File: src/acf_pkg.sv
// Constants and types for the flush, format and identify command block
package acf_pkg;

  // Register byte offsets
  localparam logic [7:0] ACF_OFS_CMD  = 8'h00;
  localparam logic [7:0] ACF_OFS_DH   = 8'h04;
  localparam logic [7:0] ACF_OFS_CH   = 8'h08;
  localparam logic [7:0] ACF_OFS_CL   = 8'h0c;
  localparam logic [7:0] ACF_OFS_SN   = 8'h10;
  localparam logic [7:0] ACF_OFS_SC   = 8'h14;
  localparam logic [7:0] ACF_OFS_FE   = 8'h18;
  localparam logic [7:0] ACF_OFS_STS  = 8'h1c;
  localparam logic [7:0] ACF_OFS_ERR  = 8'h20;
  localparam logic [7:0] ACF_OFS_DATA = 8'h24;
  localparam logic [7:0] ACF_OFS_ISTS = 8'h28;
  localparam logic [7:0] ACF_OFS_IMSK = 8'h2c;
  localparam logic [7:0] ACF_OFS_CFG  = 8'h30;

  // Command codes
  localparam logic [7:0] ACF_CMD_FLUSH  = 8'he7;
  localparam logic [7:0] ACF_CMD_FORMAT = 8'h50;
  localparam logic [7:0] ACF_CMD_IDENT  = 8'hec;

  // Drive/head field positions
  localparam int ACF_DH_LBA = 6;
  localparam int ACF_DH_DRV = 4;

  // Status and error values
  localparam logic [7:0] ACF_STS_READY = 8'h50;
  localparam logic [7:0] ACF_STS_BUSY  = 8'h80;
  localparam logic [7:0] ACF_STS_DRQ   = 8'h58;
  localparam logic [7:0] ACF_STS_ABORT = 8'h51;
  localparam logic [7:0] ACF_ERR_NONE  = 8'h00;
  localparam logic [7:0] ACF_ERR_ABRT  = 8'h04;

  // Interrupt events
  localparam int ACF_EV_DONE  = 0;
  localparam int ACF_EV_ABORT = 1;
  localparam int ACF_EV_DRQ   = 2;
  localparam int ACF_EV_W     = 3;
  localparam logic [2:0] ACF_IMSK_RST = 3'h0;

  // Configuration
  localparam int   ACF_CFG_FLUSH_EN  = 0;
  localparam logic ACF_CFG_FLUSH_RST = 1'b1;

  // Data block and fill
  localparam logic [7:0] ACF_LAST_WORD    = 8'hff;
  localparam logic [8:0] ACF_SECS_MAX     = 9'd256;
  localparam logic [7:0] ACF_FILL_PATTERN = 8'hff;
  localparam logic [7:0] ACF_LBA_FIRST    = 8'h00;
  localparam logic [7:0] ACF_CHS_FIRST    = 8'h01;

  // Identify word indices and fixed values
  localparam logic [7:0]  ACF_IDW_CONFIG = 8'd0;
  localparam logic [7:0]  ACF_IDW_CYLS   = 8'd1;
  localparam logic [7:0]  ACF_IDW_HEADS  = 8'd3;
  localparam logic [7:0]  ACF_IDW_SPT    = 8'd6;
  localparam logic [7:0]  ACF_IDW_LBA_LO = 8'd60;
  localparam logic [7:0]  ACF_IDW_LBA_HI = 8'd61;
  localparam logic [15:0] ACF_ID_CONFIG  = 16'h045a;

  typedef enum logic [2:0] {
    ACF_IDLE, ACF_FLUSH, ACF_FMT_DATA, ACF_FMT_FILL, ACF_ID_DATA
  } acf_state_t;

  function automatic logic [8:0] acf_sec_count(input logic [7:0] sc);
    return (sc == 8'h00) ? ACF_SECS_MAX : {1'b0, sc};
  endfunction : acf_sec_count

endpackage : acf_pkg

File: src/acf_ident.sv
// Identify parameter block word lookup
`timescale 1ns/10ps
module acf_ident
  import acf_pkg::*;
#(
  parameter logic [15:0] CYLS  = 16'd1024,
  parameter logic [7:0]  HEADS = 8'd16,
  parameter logic [7:0]  SPT   = 8'd63
) (
  input  wire logic [7:0]  idx,
  output logic      [15:0] word
);
  localparam logic [31:0] TOTAL = 32'(CYLS) * 32'(HEADS) * 32'(SPT);

  // Unlisted words, reserved ones among them, read as zero
  always_comb begin
    case (idx)
      ACF_IDW_CONFIG: word = ACF_ID_CONFIG;
      ACF_IDW_CYLS:   word = CYLS;
      ACF_IDW_HEADS:  word = {8'h00, HEADS};
      ACF_IDW_SPT:    word = {8'h00, SPT};
      ACF_IDW_LBA_LO: word = TOTAL[15:0];
      ACF_IDW_LBA_HI: word = TOTAL[31:16];
      default:        word = 16'h0000;
    endcase
  end
endmodule : acf_ident

File: src/acf_fill.sv
// Media fill sequencer for track formatting
`timescale 1ns/10ps
module acf_fill
  import acf_pkg::*;
(
  input  wire logic        hclk,
  input  wire logic        hresetn,
  input  wire logic        start,
  input  wire logic        lba_mode,
  input  wire logic [27:0] start_addr,
  input  wire logic [8:0]  count,
  output logic             media_valid,
  input  wire logic        media_ready,
  output logic             media_lba_mode,
  output logic      [27:0] media_addr,
  output logic      [7:0]  media_data,
  output logic             done
);
  typedef struct packed {
    logic        busy;
    logic        lba;
    logic [27:0] addr;
    logic [8:0]  left;
    logic        done;
  } acf_fill_t;

  acf_fill_t f_q, f_d;

  always_comb begin
    f_d = f_q;
    f_d.done = 1'b0;
    if (start) begin
      f_d.busy = 1'b1;
      f_d.lba  = lba_mode;
      f_d.addr = start_addr;
      f_d.left = count;
    end else if (f_q.busy && media_ready) begin
      // CHS walks the sector field only; head and cylinder stay put
      f_d.addr = f_q.lba ? f_q.addr + 28'd1 : {f_q.addr[27:8], f_q.addr[7:0] + 8'd1};
      f_d.left = f_q.left - 9'd1;
      if (f_q.left == 9'd1) begin
        f_d.busy = 1'b0;
        f_d.done = 1'b1;
      end
    end
  end

  always_ff @(posedge hclk or negedge hresetn) begin
    if (!hresetn) begin
      f_q <= '0;
    end else begin
      f_q <= f_d;
    end
  end

  assign media_valid    = f_q.busy;
  assign media_lba_mode = f_q.lba;
  assign media_addr     = f_q.addr;
  assign media_data     = ACF_FILL_PATTERN;
  assign done           = f_q.done;
endmodule : acf_fill

File: src/acf_top.sv
// Flush cache, format track and identify device command interpreter
// Operation
// - Flush cache waits for the media to take every cached write before the command ends.
// - A finished flush shows status with ready and seek-complete set, only after the media is done.
// - With flush support off, the flush command is aborted instead of run.
// - Format track writes a constant fill pattern over the addressed track of the selected drive.
// - Format track takes one sector of host data-out words and throws them away.
// - In logical mode the sector count register gives the number of sectors, zero meaning 256.
// - Drive/head bit 6 selects logical mode, bit 4 the drive, the low nibble head or address bits 27 to 24.
// - Cylinder high and low give cylinder bytes or logical address bits 23 to 16 and 15 to 8.
// - Identify returns the parameter block with the single-sector data-in handshake.
// - Reserved bits and words of the parameter block read as zero.
// - Flush and identify look only at the drive bit and ignore the other parameter registers.
`timescale 1ns/10ps
module acf_top
  import acf_pkg::*;
#(
  parameter logic [15:0] CYLS  = 16'd1024,
  parameter logic [7:0]  HEADS = 8'd16,
  parameter logic [7:0]  SPT   = 8'd63
) (
  input  wire logic        hclk,
  input  wire logic        hresetn,
  input  wire logic        hsel,
  input  wire logic [31:0] haddr,
  input  wire logic [1:0]  htrans,
  input  wire logic        hwrite,
  input  wire logic [2:0]  hsize,
  input  wire logic [31:0] hwdata,
  input  wire logic        hready,
  output logic             hreadyout,
  output logic             hresp,
  output logic      [31:0] hrdata,
  input  wire logic        drive_id_pin,
  output logic             cache_flush_req,
  input  wire logic        cache_flush_done,
  output logic             media_valid,
  input  wire logic        media_ready,
  output logic             media_lba_mode,
  output logic      [27:0] media_addr,
  output logic      [7:0]  media_data,
  output logic             irq
);
  typedef struct packed {
    acf_state_t  st;
    logic [7:0]  dh;
    logic [7:0]  ch;
    logic [7:0]  cl;
    logic [7:0]  sn;
    logic [7:0]  sc;
    logic [7:0]  fe;
    logic [7:0]  sts;
    logic [7:0]  err;
    logic        flush_en;
    logic [2:0]  isr;
    logic [2:0]  imr;
    logic        irq;
    logic [7:0]  idx;
    logic        wr_pend;
    logic        rd_ph;
    logic [7:0]  addr;
    logic [31:0] rdata;
    logic        flush_req;
    logic        fill_go;
    logic        sync1;
    logic        sync2;
  } acf_regs_t;

  acf_regs_t              s_q, s_d;
  logic                   acc;
  logic                   cmd_wr;
  logic                   data_wr;
  logic      [7:0]        cmd_code;
  logic      [15:0]       ident_word;
  logic                   fill_done;
  logic      [8:0]        fill_count;
  logic      [27:0]       fill_addr;
  logic [ACF_EV_W-1:0]    ev;

  assign acc      = hsel && hready && htrans[1];
  assign cmd_code = hwdata[7:0];
  // Only the drive bit and the idle state qualify a command; other task-file bytes are not looked at here
  assign cmd_wr   = s_q.wr_pend && s_q.addr == ACF_OFS_CMD && s_q.st == ACF_IDLE
                    && s_q.dh[ACF_DH_DRV] == s_q.sync2;
  assign data_wr  = s_q.wr_pend && s_q.addr == ACF_OFS_DATA;

  // Start address: head or LBA[27:24], cylinder bytes or LBA[23:8]
  assign fill_addr  = {s_q.dh[3:0], s_q.ch, s_q.cl,
                       s_q.dh[ACF_DH_LBA] ? ACF_LBA_FIRST : ACF_CHS_FIRST};
  assign fill_count = s_q.dh[ACF_DH_LBA] ? acf_sec_count(s_q.sc) : {1'b0, SPT};

  always_comb begin
    s_d         = s_q;
    ev          = '0;
    s_d.sync1   = drive_id_pin;
    s_d.sync2   = s_q.sync1;
    s_d.fill_go = 1'b0;
    s_d.rd_ph   = 1'b0;
    s_d.wr_pend = 1'b0;
    if (acc) begin
      s_d.addr    = haddr[7:0];
      s_d.wr_pend = hwrite;
      s_d.rd_ph   = ~hwrite;
    end
    // Reads take one wait state so a write just before is already stored
    if (s_q.rd_ph) begin
      s_d.rdata = '0;
      case (s_q.addr)
        ACF_OFS_DH:   s_d.rdata = {24'h0, s_q.dh};
        ACF_OFS_CH:   s_d.rdata = {24'h0, s_q.ch};
        ACF_OFS_CL:   s_d.rdata = {24'h0, s_q.cl};
        ACF_OFS_SN:   s_d.rdata = {24'h0, s_q.sn};
        ACF_OFS_SC:   s_d.rdata = {24'h0, s_q.sc};
        ACF_OFS_STS:  s_d.rdata = {24'h0, s_q.sts};
        ACF_OFS_ERR:  s_d.rdata = {24'h0, s_q.err};
        ACF_OFS_ISTS: s_d.rdata = {29'h0, s_q.isr};
        ACF_OFS_IMSK: s_d.rdata = {29'h0, s_q.imr};
        ACF_OFS_CFG:  s_d.rdata = {31'h0, s_q.flush_en};
        ACF_OFS_DATA: begin
          if (s_q.st == ACF_ID_DATA) begin
            s_d.rdata = {16'h0, ident_word};
            s_d.idx   = s_q.idx + 8'd1;
            if (s_q.idx == ACF_LAST_WORD) begin
              s_d.st  = ACF_IDLE;
              s_d.sts = ACF_STS_READY;
              ev[ACF_EV_DONE] = 1'b1;
            end
          end
        end
        default:      s_d.rdata = '0;
      endcase
    end
    if (s_q.wr_pend) begin
      case (s_q.addr)
        ACF_OFS_DH:   s_d.dh = hwdata[7:0];
        ACF_OFS_CH:   s_d.ch = hwdata[7:0];
        ACF_OFS_CL:   s_d.cl = hwdata[7:0];
        ACF_OFS_SN:   s_d.sn = hwdata[7:0];
        ACF_OFS_SC:   s_d.sc = hwdata[7:0];
        ACF_OFS_FE:   s_d.fe = hwdata[7:0];
        ACF_OFS_ISTS: s_d.isr = s_q.isr & ~hwdata[ACF_EV_W-1:0];
        ACF_OFS_IMSK: s_d.imr = hwdata[ACF_EV_W-1:0];
        ACF_OFS_CFG:  s_d.flush_en = hwdata[ACF_CFG_FLUSH_EN];
        default: begin
        end
      endcase
    end
    if (cmd_wr) begin
      s_d.err = ACF_ERR_NONE;
      case (cmd_code)
        ACF_CMD_FLUSH: begin
          if (s_q.flush_en) begin
            s_d.st        = ACF_FLUSH;
            s_d.sts       = ACF_STS_BUSY;
            s_d.flush_req = 1'b1;
          end else begin
            s_d.sts = ACF_STS_ABORT;
            s_d.err = ACF_ERR_ABRT;
            ev[ACF_EV_ABORT] = 1'b1;
          end
        end
        ACF_CMD_FORMAT: begin
          // Accepted for old hosts; new ones should not send it
          s_d.st  = ACF_FMT_DATA;
          s_d.sts = ACF_STS_DRQ;
          s_d.idx = 8'h00;
          ev[ACF_EV_DRQ] = 1'b1;
        end
        ACF_CMD_IDENT: begin
          s_d.st  = ACF_ID_DATA;
          s_d.sts = ACF_STS_DRQ;
          s_d.idx = 8'h00;
          ev[ACF_EV_DRQ] = 1'b1;
        end
        default: begin
          s_d.sts = ACF_STS_ABORT;
          s_d.err = ACF_ERR_ABRT;
          ev[ACF_EV_ABORT] = 1'b1;
        end
      endcase
    end
    // Host data-out words are counted, never stored
    if (data_wr && s_q.st == ACF_FMT_DATA) begin
      s_d.idx = s_q.idx + 8'd1;
      if (s_q.idx == ACF_LAST_WORD) begin
        s_d.st      = ACF_FMT_FILL;
        s_d.sts     = ACF_STS_BUSY;
        s_d.fill_go = 1'b1;
      end
    end
    case (s_q.st)
      ACF_FLUSH: begin
        if (cache_flush_done) begin
          s_d.flush_req = 1'b0;
          s_d.st        = ACF_IDLE;
          s_d.sts       = ACF_STS_READY;
          ev[ACF_EV_DONE] = 1'b1;
        end
      end
      ACF_FMT_FILL: begin
        if (fill_done) begin
          s_d.st  = ACF_IDLE;
          s_d.sts = ACF_STS_READY;
          ev[ACF_EV_DONE] = 1'b1;
        end
      end
      default: begin
      end
    endcase
    // A new event outweighs a clear in the same cycle
    s_d.isr = s_d.isr | ev;
    s_d.irq = |(s_d.isr & s_d.imr);
  end

  always_ff @(posedge hclk or negedge hresetn) begin
    if (!hresetn) begin
      s_q          <= '0;
      s_q.st       <= ACF_IDLE;
      s_q.sts      <= ACF_STS_READY;
      s_q.err      <= ACF_ERR_NONE;
      s_q.imr      <= ACF_IMSK_RST;
      s_q.flush_en <= ACF_CFG_FLUSH_RST;
    end else begin
      s_q <= s_d;
    end
  end

  acf_ident #(
    .CYLS  (CYLS),
    .HEADS (HEADS),
    .SPT   (SPT)
  ) u_ident (
    .idx  (s_q.idx),
    .word (ident_word)
  );

  acf_fill u_fill (
    .hclk           (hclk),
    .hresetn        (hresetn),
    .start          (s_q.fill_go),
    .lba_mode       (s_q.dh[ACF_DH_LBA]),
    .start_addr     (fill_addr),
    .count          (fill_count),
    .media_valid    (media_valid),
    .media_ready    (media_ready),
    .media_lba_mode (media_lba_mode),
    .media_addr     (media_addr),
    .media_data     (media_data),
    .done           (fill_done)
  );

  assign hreadyout       = ~s_q.rd_ph;
  assign hresp           = 1'b0;
  assign hrdata          = s_q.rdata;
  assign cache_flush_req = s_q.flush_req;
  assign irq             = s_q.irq;
endmodule : acf_top

File: config.mk
export PLATFORM = sky130hd
export DESIGN_NAME = acf_top
export DESIGN_NICKNAME = d
export VERILOG_FILES = /design/src/acf_pkg.sv /design/src/acf_ident.sv /design/src/acf_fill.sv /design/src/acf_top.sv
export SDC_FILE = /design/constraint.sdc
export NUM_CORES = 1
export LEC_CHECK = 0
export BUFFER_PORTS_ARGS = -buffer_cell sky130_fd_sc_hd__buf_2
export CAP_MARGIN = 20
export CORE_AREA = 2 2 152 95
export CTS_CLUSTER_DIAMETER = 50
export CTS_CLUSTER_SIZE = 25
export DETAILED_ROUTE_END_ITERATION = 10
export DIE_AREA = 0 0 154 97
export PLACE_DENSITY = 0.82
export SETUP_SLACK_MARGIN = 0.1
export SKIP_LAST_GASP = 1
export SLEW_MARGIN = 15
export SYNTH_ARGS = -nofsm -noshare
export SYNTH_HDL_FRONTEND = slang
export SYNTH_SLANG_ARGS = --single-unit
File: constraint.sdc
create_clock -name hclk -period 2.4 [get_ports hclk]
set_input_delay 0.36 -clock hclk [delete_from_list [all_inputs] [get_ports hclk]]
set_output_delay 0.36 -clock hclk [all_outputs]
set_load 0.05 [all_outputs]
After elaboration in Yosys (flattened, before gate mapping)
Cells that the tools add are included.
- reduce and logical (&&, ||, !) cells: 25
- add/sub/neg operators: 4
- muxes and demuxes: 67
- eq/ne operators: 26
- bitwise gates (word level): 6
- operators by type and width (operator ; count):
    16-bit one-hot mux with 11 select lines ; 1
    8-bit 2-to-1 mux ; 15
    16-bit one-hot mux with 6 select lines ; 1
    8-bit by 6-bit equality test with 1-bit output (second input constant) ; 7
    3-bit 2-to-1 mux ; 13
    38-bit 2-to-1 mux ; 1
    37-bit 2-to-1 mux ; 1
    16-bit 2-to-1 mux ; 2
    8-bit one-hot mux with 2 select lines ; 2
    28-bit by 1-bit adder with 28-bit output (second input constant) ; 1
    28-bit 2-to-1 mux ; 1
    8-bit by 5-bit equality test with 1-bit output (second input constant) ; 3
    8-bit equality test (second input constant) ; 3
    8-bit zero test ; 3
    1-bit 2-to-1 mux ; 20
    9-bit 2-to-1 mux ; 2
    8-bit by 1-bit adder with 8-bit output (second input constant) ; 2
    8-bit by 3-bit equality test with 1-bit output (second input constant) ; 2
    8-bit by 4-bit equality test with 1-bit output (second input constant) ; 2
    2-bit AND reduction ; 8
    3-bit one-hot mux with 2 select lines ; 2
    10-bit 2-to-1 mux ; 1
    9-bit by 1-bit equality test with 1-bit output (second input constant) ; 1
    3-bit one-hot mux with 3 select lines ; 1
    20 further kinds ; 33
- register bits: 161
- input bits: 77
- output and inout bits: 74

Logic depth before layout (Yosys ltp)
Gate-level depths: netlist (run 1).
- depth in word-level cells: 12
- depth in mapped cells: 8

Hierarchy
From an unflattened synthesis (run 1), not the netlist that was laid out.
- cells, all modules: 780
- area total of the unflattened synthesis: 7833.8 um^2
- by module, submodules not included (module ; area each (um^2) ; cells an instance ; instances):
    acf_top ; 5057.4 ; 444 ; 1
    acf_fill ; 2576.2 ; 304 ; 1
    acf_ident ; 200.2 ; 32 ; 1

Worst setup path after synthesis (run 1)
OpenSTA, ideal clock, no wires.
- path kind: reg2reg
- from: reg s_q[37] (netlist name)
- to: reg s_q (netlist bit irq)
- data required time: 2.274 ns
- arrival: 1.965 ns
- period minus slack after synthesis: 2.091 ns
- stages on the path, launching flop included: 7
- library setup time: 0.126 ns
- slack: 0.309 ns
- buffers on the path: 1
- path through: dfrtp_1 -> or3b_1 -> buf_6 -> nor4_4 -> mux2_4 -> a21boi_2 -> a221o_1
- RTL lines (element ; RTL line ; text):
    start, declared ; acf_top.sv:69 ; acf_regs_t s_q, s_d;

==> results.cfg, run 1 <==
[yosys]
synth_seq_cells = 132
synth_flop_cell = dfrtp_1
postSynth.asyncResetShare_pct = 100
synth_cell_types = 77
yosys_warnings = 0
syn_inst = 706
postSynthAreaPerCell_um2 = 10.3
synth_edf_count = 0
seq_area_frac_synth_pct = 45.4
syn-cell-area_um2 = 7290

[layout]
antenna_cells = 0
layout.nets = 840
drive_gt1_share_pct = 27.4
fillers = 1086
layout.cells.non_filler = 944
final_cell_mix = 128 x dfrtp_1, 67 x buf_2, 63 x nand2_1
synthToLayoutAreaGrowth_pct = 11.5
final_common_cell = dfrtp_1

[clock_tree]
root_buffer = clkbuf_16
cts_tree = yes
worstSkewPairLatency_ns = 0.43
cts.sinks = 132
cts_buffers = 17
cts_setup_buffers = 0
cts.clk_slew.worst_paths_ns = 0.06
htree_levels = 4
cts.path.max_buffers = 2

[global_routing]
antenna_found_initial = 0
grt_pass1_vias = 5310
grt_max_degree = 56
grt_pass1_wl_um = 30000
grt_overflow = 0
track_usage_pct = 26.2

[critical_path]
cp_data_arrival_time_ns = 2.60
cp_top_family = simple AND/OR/NAND/NOR gates
max_stage_delay_ns = 0.56
cp-end-kind = flop
worstSetupStartpointType = flop
path_buf_inv = 1
worstSetupPathType = reg2reg
path_cells = nor4_4 -> and4_1 -> buf_4 -> nand2_1 -> o21ai_2 -> a221o_1
crit_path_top_delay_cell = nor4_4
required_ns = 2.76
cp_max_fo = 6

[power_and_ir_drop]
p_leak_uw = 0.00359
p_per_area_nw_per_um2 = 794
vdd_ir_drop_max_mv = 0.594

[placement]
placed_cells = 911
gp_congestion = 1.04
hpwlAfterDp_um = 13500
portBuffers = 68

[detailed_routing]
finalWirelength_um = 19000
routedWlPerCell_um = 20.1
drc = 0
first_iter_violations = 612
drt_first_pass_iters = 6
antenna_left = 0
vias_per_cell = 5.94
vias = 5610

[timing]
worst-slew-pin-transition_ns = 0.814
slew-limit-headroom_pct = 45.7
clock.fmax_ghz = 0.447
finalSetupTns_ns = 0
slew_violations = 0
period_minus_slack_ns = 2.24
final_hold_viol_count = 0
rsz0062_at_grt = no
fin_worst_skew_ns = 0.0107
setup_violations = 0
finalCritPeriodShare_pct = 93.2

[floorplanning]
rows = 33
die_area_um2 = 14900
core-area_um2 = 13400
die_w_um = 154
ios = 151
die_y_um = 97
initial_core_util_pct = 54.3

[run_status]
status = finished clean

[run]
cap_violations = 0

[worst_hold_path]
hold_path.class = in2reg
-- flip-flops by register name, summed over array words and instances, names as in the netlist --
register               flops
hrdata                    10
s_q                       59
u_fill.f_q                 9
cache_flush_req            1
u_fill.media_lba_mode      1
irq                        1
u_fill.media_valid         1
fill_addr                 20
s_d                        1
u_fill.done                1
u_fill.media_addr         28
-- power by group --
group | switching (uW) | internal, uW | leakage (uW) | total [uW]
logic | 857 | 447 | 0.00182 | 1300
registers | 245 | 2420 | 0.00150 | 2670
clock network | 1120 | 1360 | 0.000267 | 2480
total | 2220 | 4230 | 0.00359 | 6450
-- stage by stage --
stage / util, % / instance area [um^2] / total power, uW / setup WS (ns) / hold WS [ns]
after global placement: 56.2 / 7540 / 3920 / 0.205 / 0.332
after floorplan: - / 7390 / 3680 / 0.309 / 0.0644
after CTS: 60.4 / 8110 / 6460 / 0.142 / 0.0288
final: 60.6 / 8130 / 6450 / 0.163 / 0.0367
after detailed placement: 56.2 / 7540 / 3960 / 0.202 / 0.340
after global routing: 60.6 / 8130 / 6700 / 0.103 / 0.0284
-- path summary, 6_finish.rpt --
kind                               from               endpoint  slack [ns]  depth (start not counted)
min                        drive_id_pin                 s_d[0]        0.04                          1
min in group asynchronous       hresetn  u_fill.media_addr[15]        0.45                          2
max                             s_q[40]                    irq        0.16                          6
min reg2reg                      s_d[0]                 s_q[0]        0.35                          0
max reg2reg                     s_q[40]                    irq        0.16                          6
max in group asynchronous       hresetn                s_q[43]        1.24                          3
-- layout make-up --
type	count	area [um^2]	area share [%]
multi-input combinational	483	3330	41.0
sequential	132	3310	40.7
timing repair buffer	103	637	7.84
clock buffer	17	425	5.23
tap	175	219	2.69
clock inverter	15	133	1.63
inverter	19	71.3	0.877
-- per-layer routing --
layer / global-route usage, % / wire, um
met5: 2.72 / 31
met4: 6.04 / 177
met3: 8.60 / 1980
met2: 35.7 / 8120
met1: 39.8 / 8670
-- logic make-up after synthesis --
kind of cell	share of synthesized area [%]
mux	9.27
fa+ha+maj	1.20
compound gates	10.2
flops	45.4
simple gates	18.7
buf+inv	10.6
xor+xnor	4.57
other cells	0.103
-- timing repair --
| action | 4_1_cts | 5_1_grt |
|---|---|---|
| endpoints found under the setup margin | 0 | 9 |
| hold buffers | 1 | 0 |
| resized for setup | 0 | 5 |
| endpoints found under the hold margin | 51 | 0 |
-- cell usage after synthesis, types with 12 or more instances --
master,number,area share (%)
inv_1,18,0.93
mux2i_1,12,1.6
nor3_1,18,1.2
a21oi_1,18,1.2
nand3_1,25,1.7
clkbuf_1,12,0.62
buf_4,71,7.3
nor2_1,39,2.0
dfrtp_1,129,44
o21ai_0,42,2.9
mux2_2,48,7.4
nand2_1,63,3.2
xnor2_1,31,3.7
Power figures use the tool's default switching activity.
==> inputs of run 2 (changes only) <==
--- a/config.mk
+++ b/config.mk
@@ -5,13 +5,14 @@
 export SDC_FILE = /design/constraint.sdc
 export NUM_CORES = 1
 export LEC_CHECK = 0
+export ABC_AREA = 1
 export BUFFER_PORTS_ARGS = -buffer_cell sky130_fd_sc_hd__buf_2
 export CAP_MARGIN = 20
-export CORE_AREA = 2 2 152 95
+export CORE_AREA = 2 2 157 98
 export CTS_CLUSTER_DIAMETER = 50
 export CTS_CLUSTER_SIZE = 25
 export DETAILED_ROUTE_END_ITERATION = 10
-export DIE_AREA = 0 0 154 97
+export DIE_AREA = 0 0 159 100
 export PLACE_DENSITY = 0.82
 export SETUP_SLACK_MARGIN = 0.1
 export SKIP_LAST_GASP = 1
==> run 2 against run 1 <==
Critical path depth fell by 1. Clock-buffer cell count is 3 higher. Cell count up 36%. Largest power group is now the clock network. Sequential cell count stayed put. Clock power is 19% higher. Global-route usage is 1.4 points higher. Combinational power shrank 3%. Worst setup slack better by 0.25 ns. Register-to-register slack improved by 0.25 ns. Non-clock buffer count shrank 26. Worst hold slack got worse by 0.0016 ns.
==> results.cfg, run 2 <==
[global_routing]
antenna_found_initial = 0
grt_pass1_wl_um = 34100
grt_overflow = 0
grt_max_degree = 61
track_usage_pct = 27.6
grt_pass1_vias = 6418

[layout]
layout.nets = 1154
largest_reg_flops = 59
synthToLayoutAreaGrowth_pct = 10.7
fillers = 1348
final_common_cell = nand2_1
regMostFlops = s_q
drive_gt1_share_pct = 15.9
antenna_cells = 0
final_cell_mix = 267 x nand2_1, 129 x dfrtp_1, 108 x nor2_1

[yosys]
yosys_warnings = 0
postSynthAreaPerCell_um2 = 7.57
synth_fa_ha_area_share_pct = 1.12
synth_flop_cell = dfrtp_1
post-synth-top-area-fraction_pct = 41.3
synth_commonest_cells = 267 x nand2_1, 129 x dfrtp_1, 108 x nor2_1
syn_inst = 1033
postSynth.asyncResetShare_pct = 100
seq_area_frac_synth_pct = 42.3
syn-cell-area_um2 = 7820
synth_cell_types = 45
ys_top_cells_by_area = dfrtp_1 41%, nand2_1 13%, buf_4 7.0%
synth_compound_area_share_pct = 9.97
synth_top_family_by_area = simple AND/OR/NAND/NOR gates
synthMuxAreaShare_pct = 0
synthSimpleGateAreaFrac_pct = 32.7
yosysTopAreaCell = dfrtp_1
synth_xor_area_share_pct = 0.560
synth_seq_cells = 132
yosysMostFrequentCell = nand2_1
synth_edf_count = 0

[clock_tree]
cts.path.max_buffers = 2
worstSkewPairLatency_ns = 0.43
cts_buffers = 17
cts.clk_slew.worst_paths_ns = 0.06
cts_repair_resize_count = 0
htree_levels = 4
cts_setup_buffers = 0
root_buffer = clkbuf_16
cts_tree = yes
cts.sinks = 132
hold_buffers = 1

[power_and_ir_drop]
power_uw = 6810
vdd_ir_drop_max_mv = 0.441
p_leak_uw = 0.00437
p_per_area_nw_per_um2 = 786

[detailed_routing]
vias_per_cell = 5.54
drc = 0
drt_first_pass_iters = 6
first_iter_violations = 863
finalWirelength_um = 21400
antenna_left = 0
vias = 7121
routedWlPerCell_um = 16.7

[run_status]
status = finished clean

[floorplanning]
die_w_um = 159
initial_core_util_pct = 53.1
rows = 35
die_y_um = 100
ios = 151
die_area_um2 = 15900
core-area_um2 = 14700

[critical_path]
worstSetupPathType = reg2reg
cp_max_fo = 16
cp_data_arrival_time_ns = 2.33
cp-end-kind = flop
rrSetupSlack_ns = 0.41
required_ns = 2.74
worstSetupStartpointType = flop

[placement]
gp_congestion = 0.948
portBuffers = 68
hpwlAfterDp_um = 15900
place_ws_ns = 0.474

[timing]
slew_violations = 0
period_minus_slack_ns = 1.99
rsz0062_at_grt = no
clock.fmax_ghz = 0.502
fin_worst_skew_ns = 0.00618
worst-slew-pin-transition_ns = 0.701
finalSetupTns_ns = 0
slew-limit-headroom_pct = 52.9
finalCritPeriodShare_pct = 82.9
final_hold_viol_count = 0
setup_ws_ns = 0.409
setup_violations = 0

[run]
cap_violations = 0

[worst_hold_path]
hold_path.class = in2reg
run 2: cell types whose count changed after synthesis, moves of 29 or more:
cell | previous run | this run
xnor2_1 | 31 | 2
nand3_1 | 25 | 90
nor2_1 | 39 | 108
inv_1 | 18 | 98
mux2_2 | 48 | 0
nand2_1 | 63 | 267
run 2: cell families (layout without fill, tap and decap cells):
| group | after synthesis | after routing |
|---|---|---|
| buffers and inverters | 195 | 217 |
| flip-flops | 132 | 132 |
| AO/OA/AOI/OAI | 137 | 137 |
| AND/OR/NAND/NOR | 555 | 555 |
| other | 2 | 30 |
| adder cells (fa/ha/maj) | 7 | 7 |
| XOR/XNOR | 5 | 5 |
run 2: layout make-up:
type                       count  area, um^2  share of cell area, %
multi-input combinational    734        3580                   41.4
timing repair buffer          77         442                   5.10
tap                          203         254                   2.93
clock buffer                  20         467                   5.39
sequential                   132        3310                   38.2
inverter                     108         405                   4.68
clock inverter                12         200                   2.31
run 2: report_power, final:
group	switching, uW	internal [uW]	leakage [uW]
clock network	1020	1930	0.000319
logic	954	306	0.00266
registers	197	2400	0.00139
run 2: worst max-delay path, cell delays in order (launching register included):
cell and delay [ns]:
dfrtp_1 0.58, nor2_2 0.33, nand2_2 0.17, inv_1 0.46
o21ai_0 0.18, o211ai_1 0.19
run 2: worst paths after layout:
check / start / to / depth (start not counted)
max reg2reg: s_q[2] / u_fill.media_addr[16] / 5
min in group asynchronous: hresetn / u_fill.media_addr[26] / 2
min reg2reg: s_d[0] / s_q[0] / 0
max: s_q[2] / u_fill.media_addr[16] / 5
max in group asynchronous: hresetn / s_q[74] / 3
min: drive_id_pin / s_d[0] / 1
run 2: routing by layer:
metal	track usage, %	part of all wire, %	up-vias
met5	0	0	-
met1	42.8	47	3342
met4	6.36	1.1	0
met3	9.59	13	27
li1	-	-	3337
met2	36.3	39	415
run 2: metrics by stage:
stage | hold slack (ns) | utilization (%) | cells | area (um^2)
detailed placement | 0.347 | 54.2 | 1253 | 7980
global placement | 0.344 | 54.2 | 1253 | 7980
floorplan | 0.0644 | - | 1061 | 7930
finish | 0.0350 | 58.8 | 1286 | 8660
CTS | 0.0300 | 58.8 | 1286 | 8660
global route | 0.0283 | 58.8 | 1286 | 8660
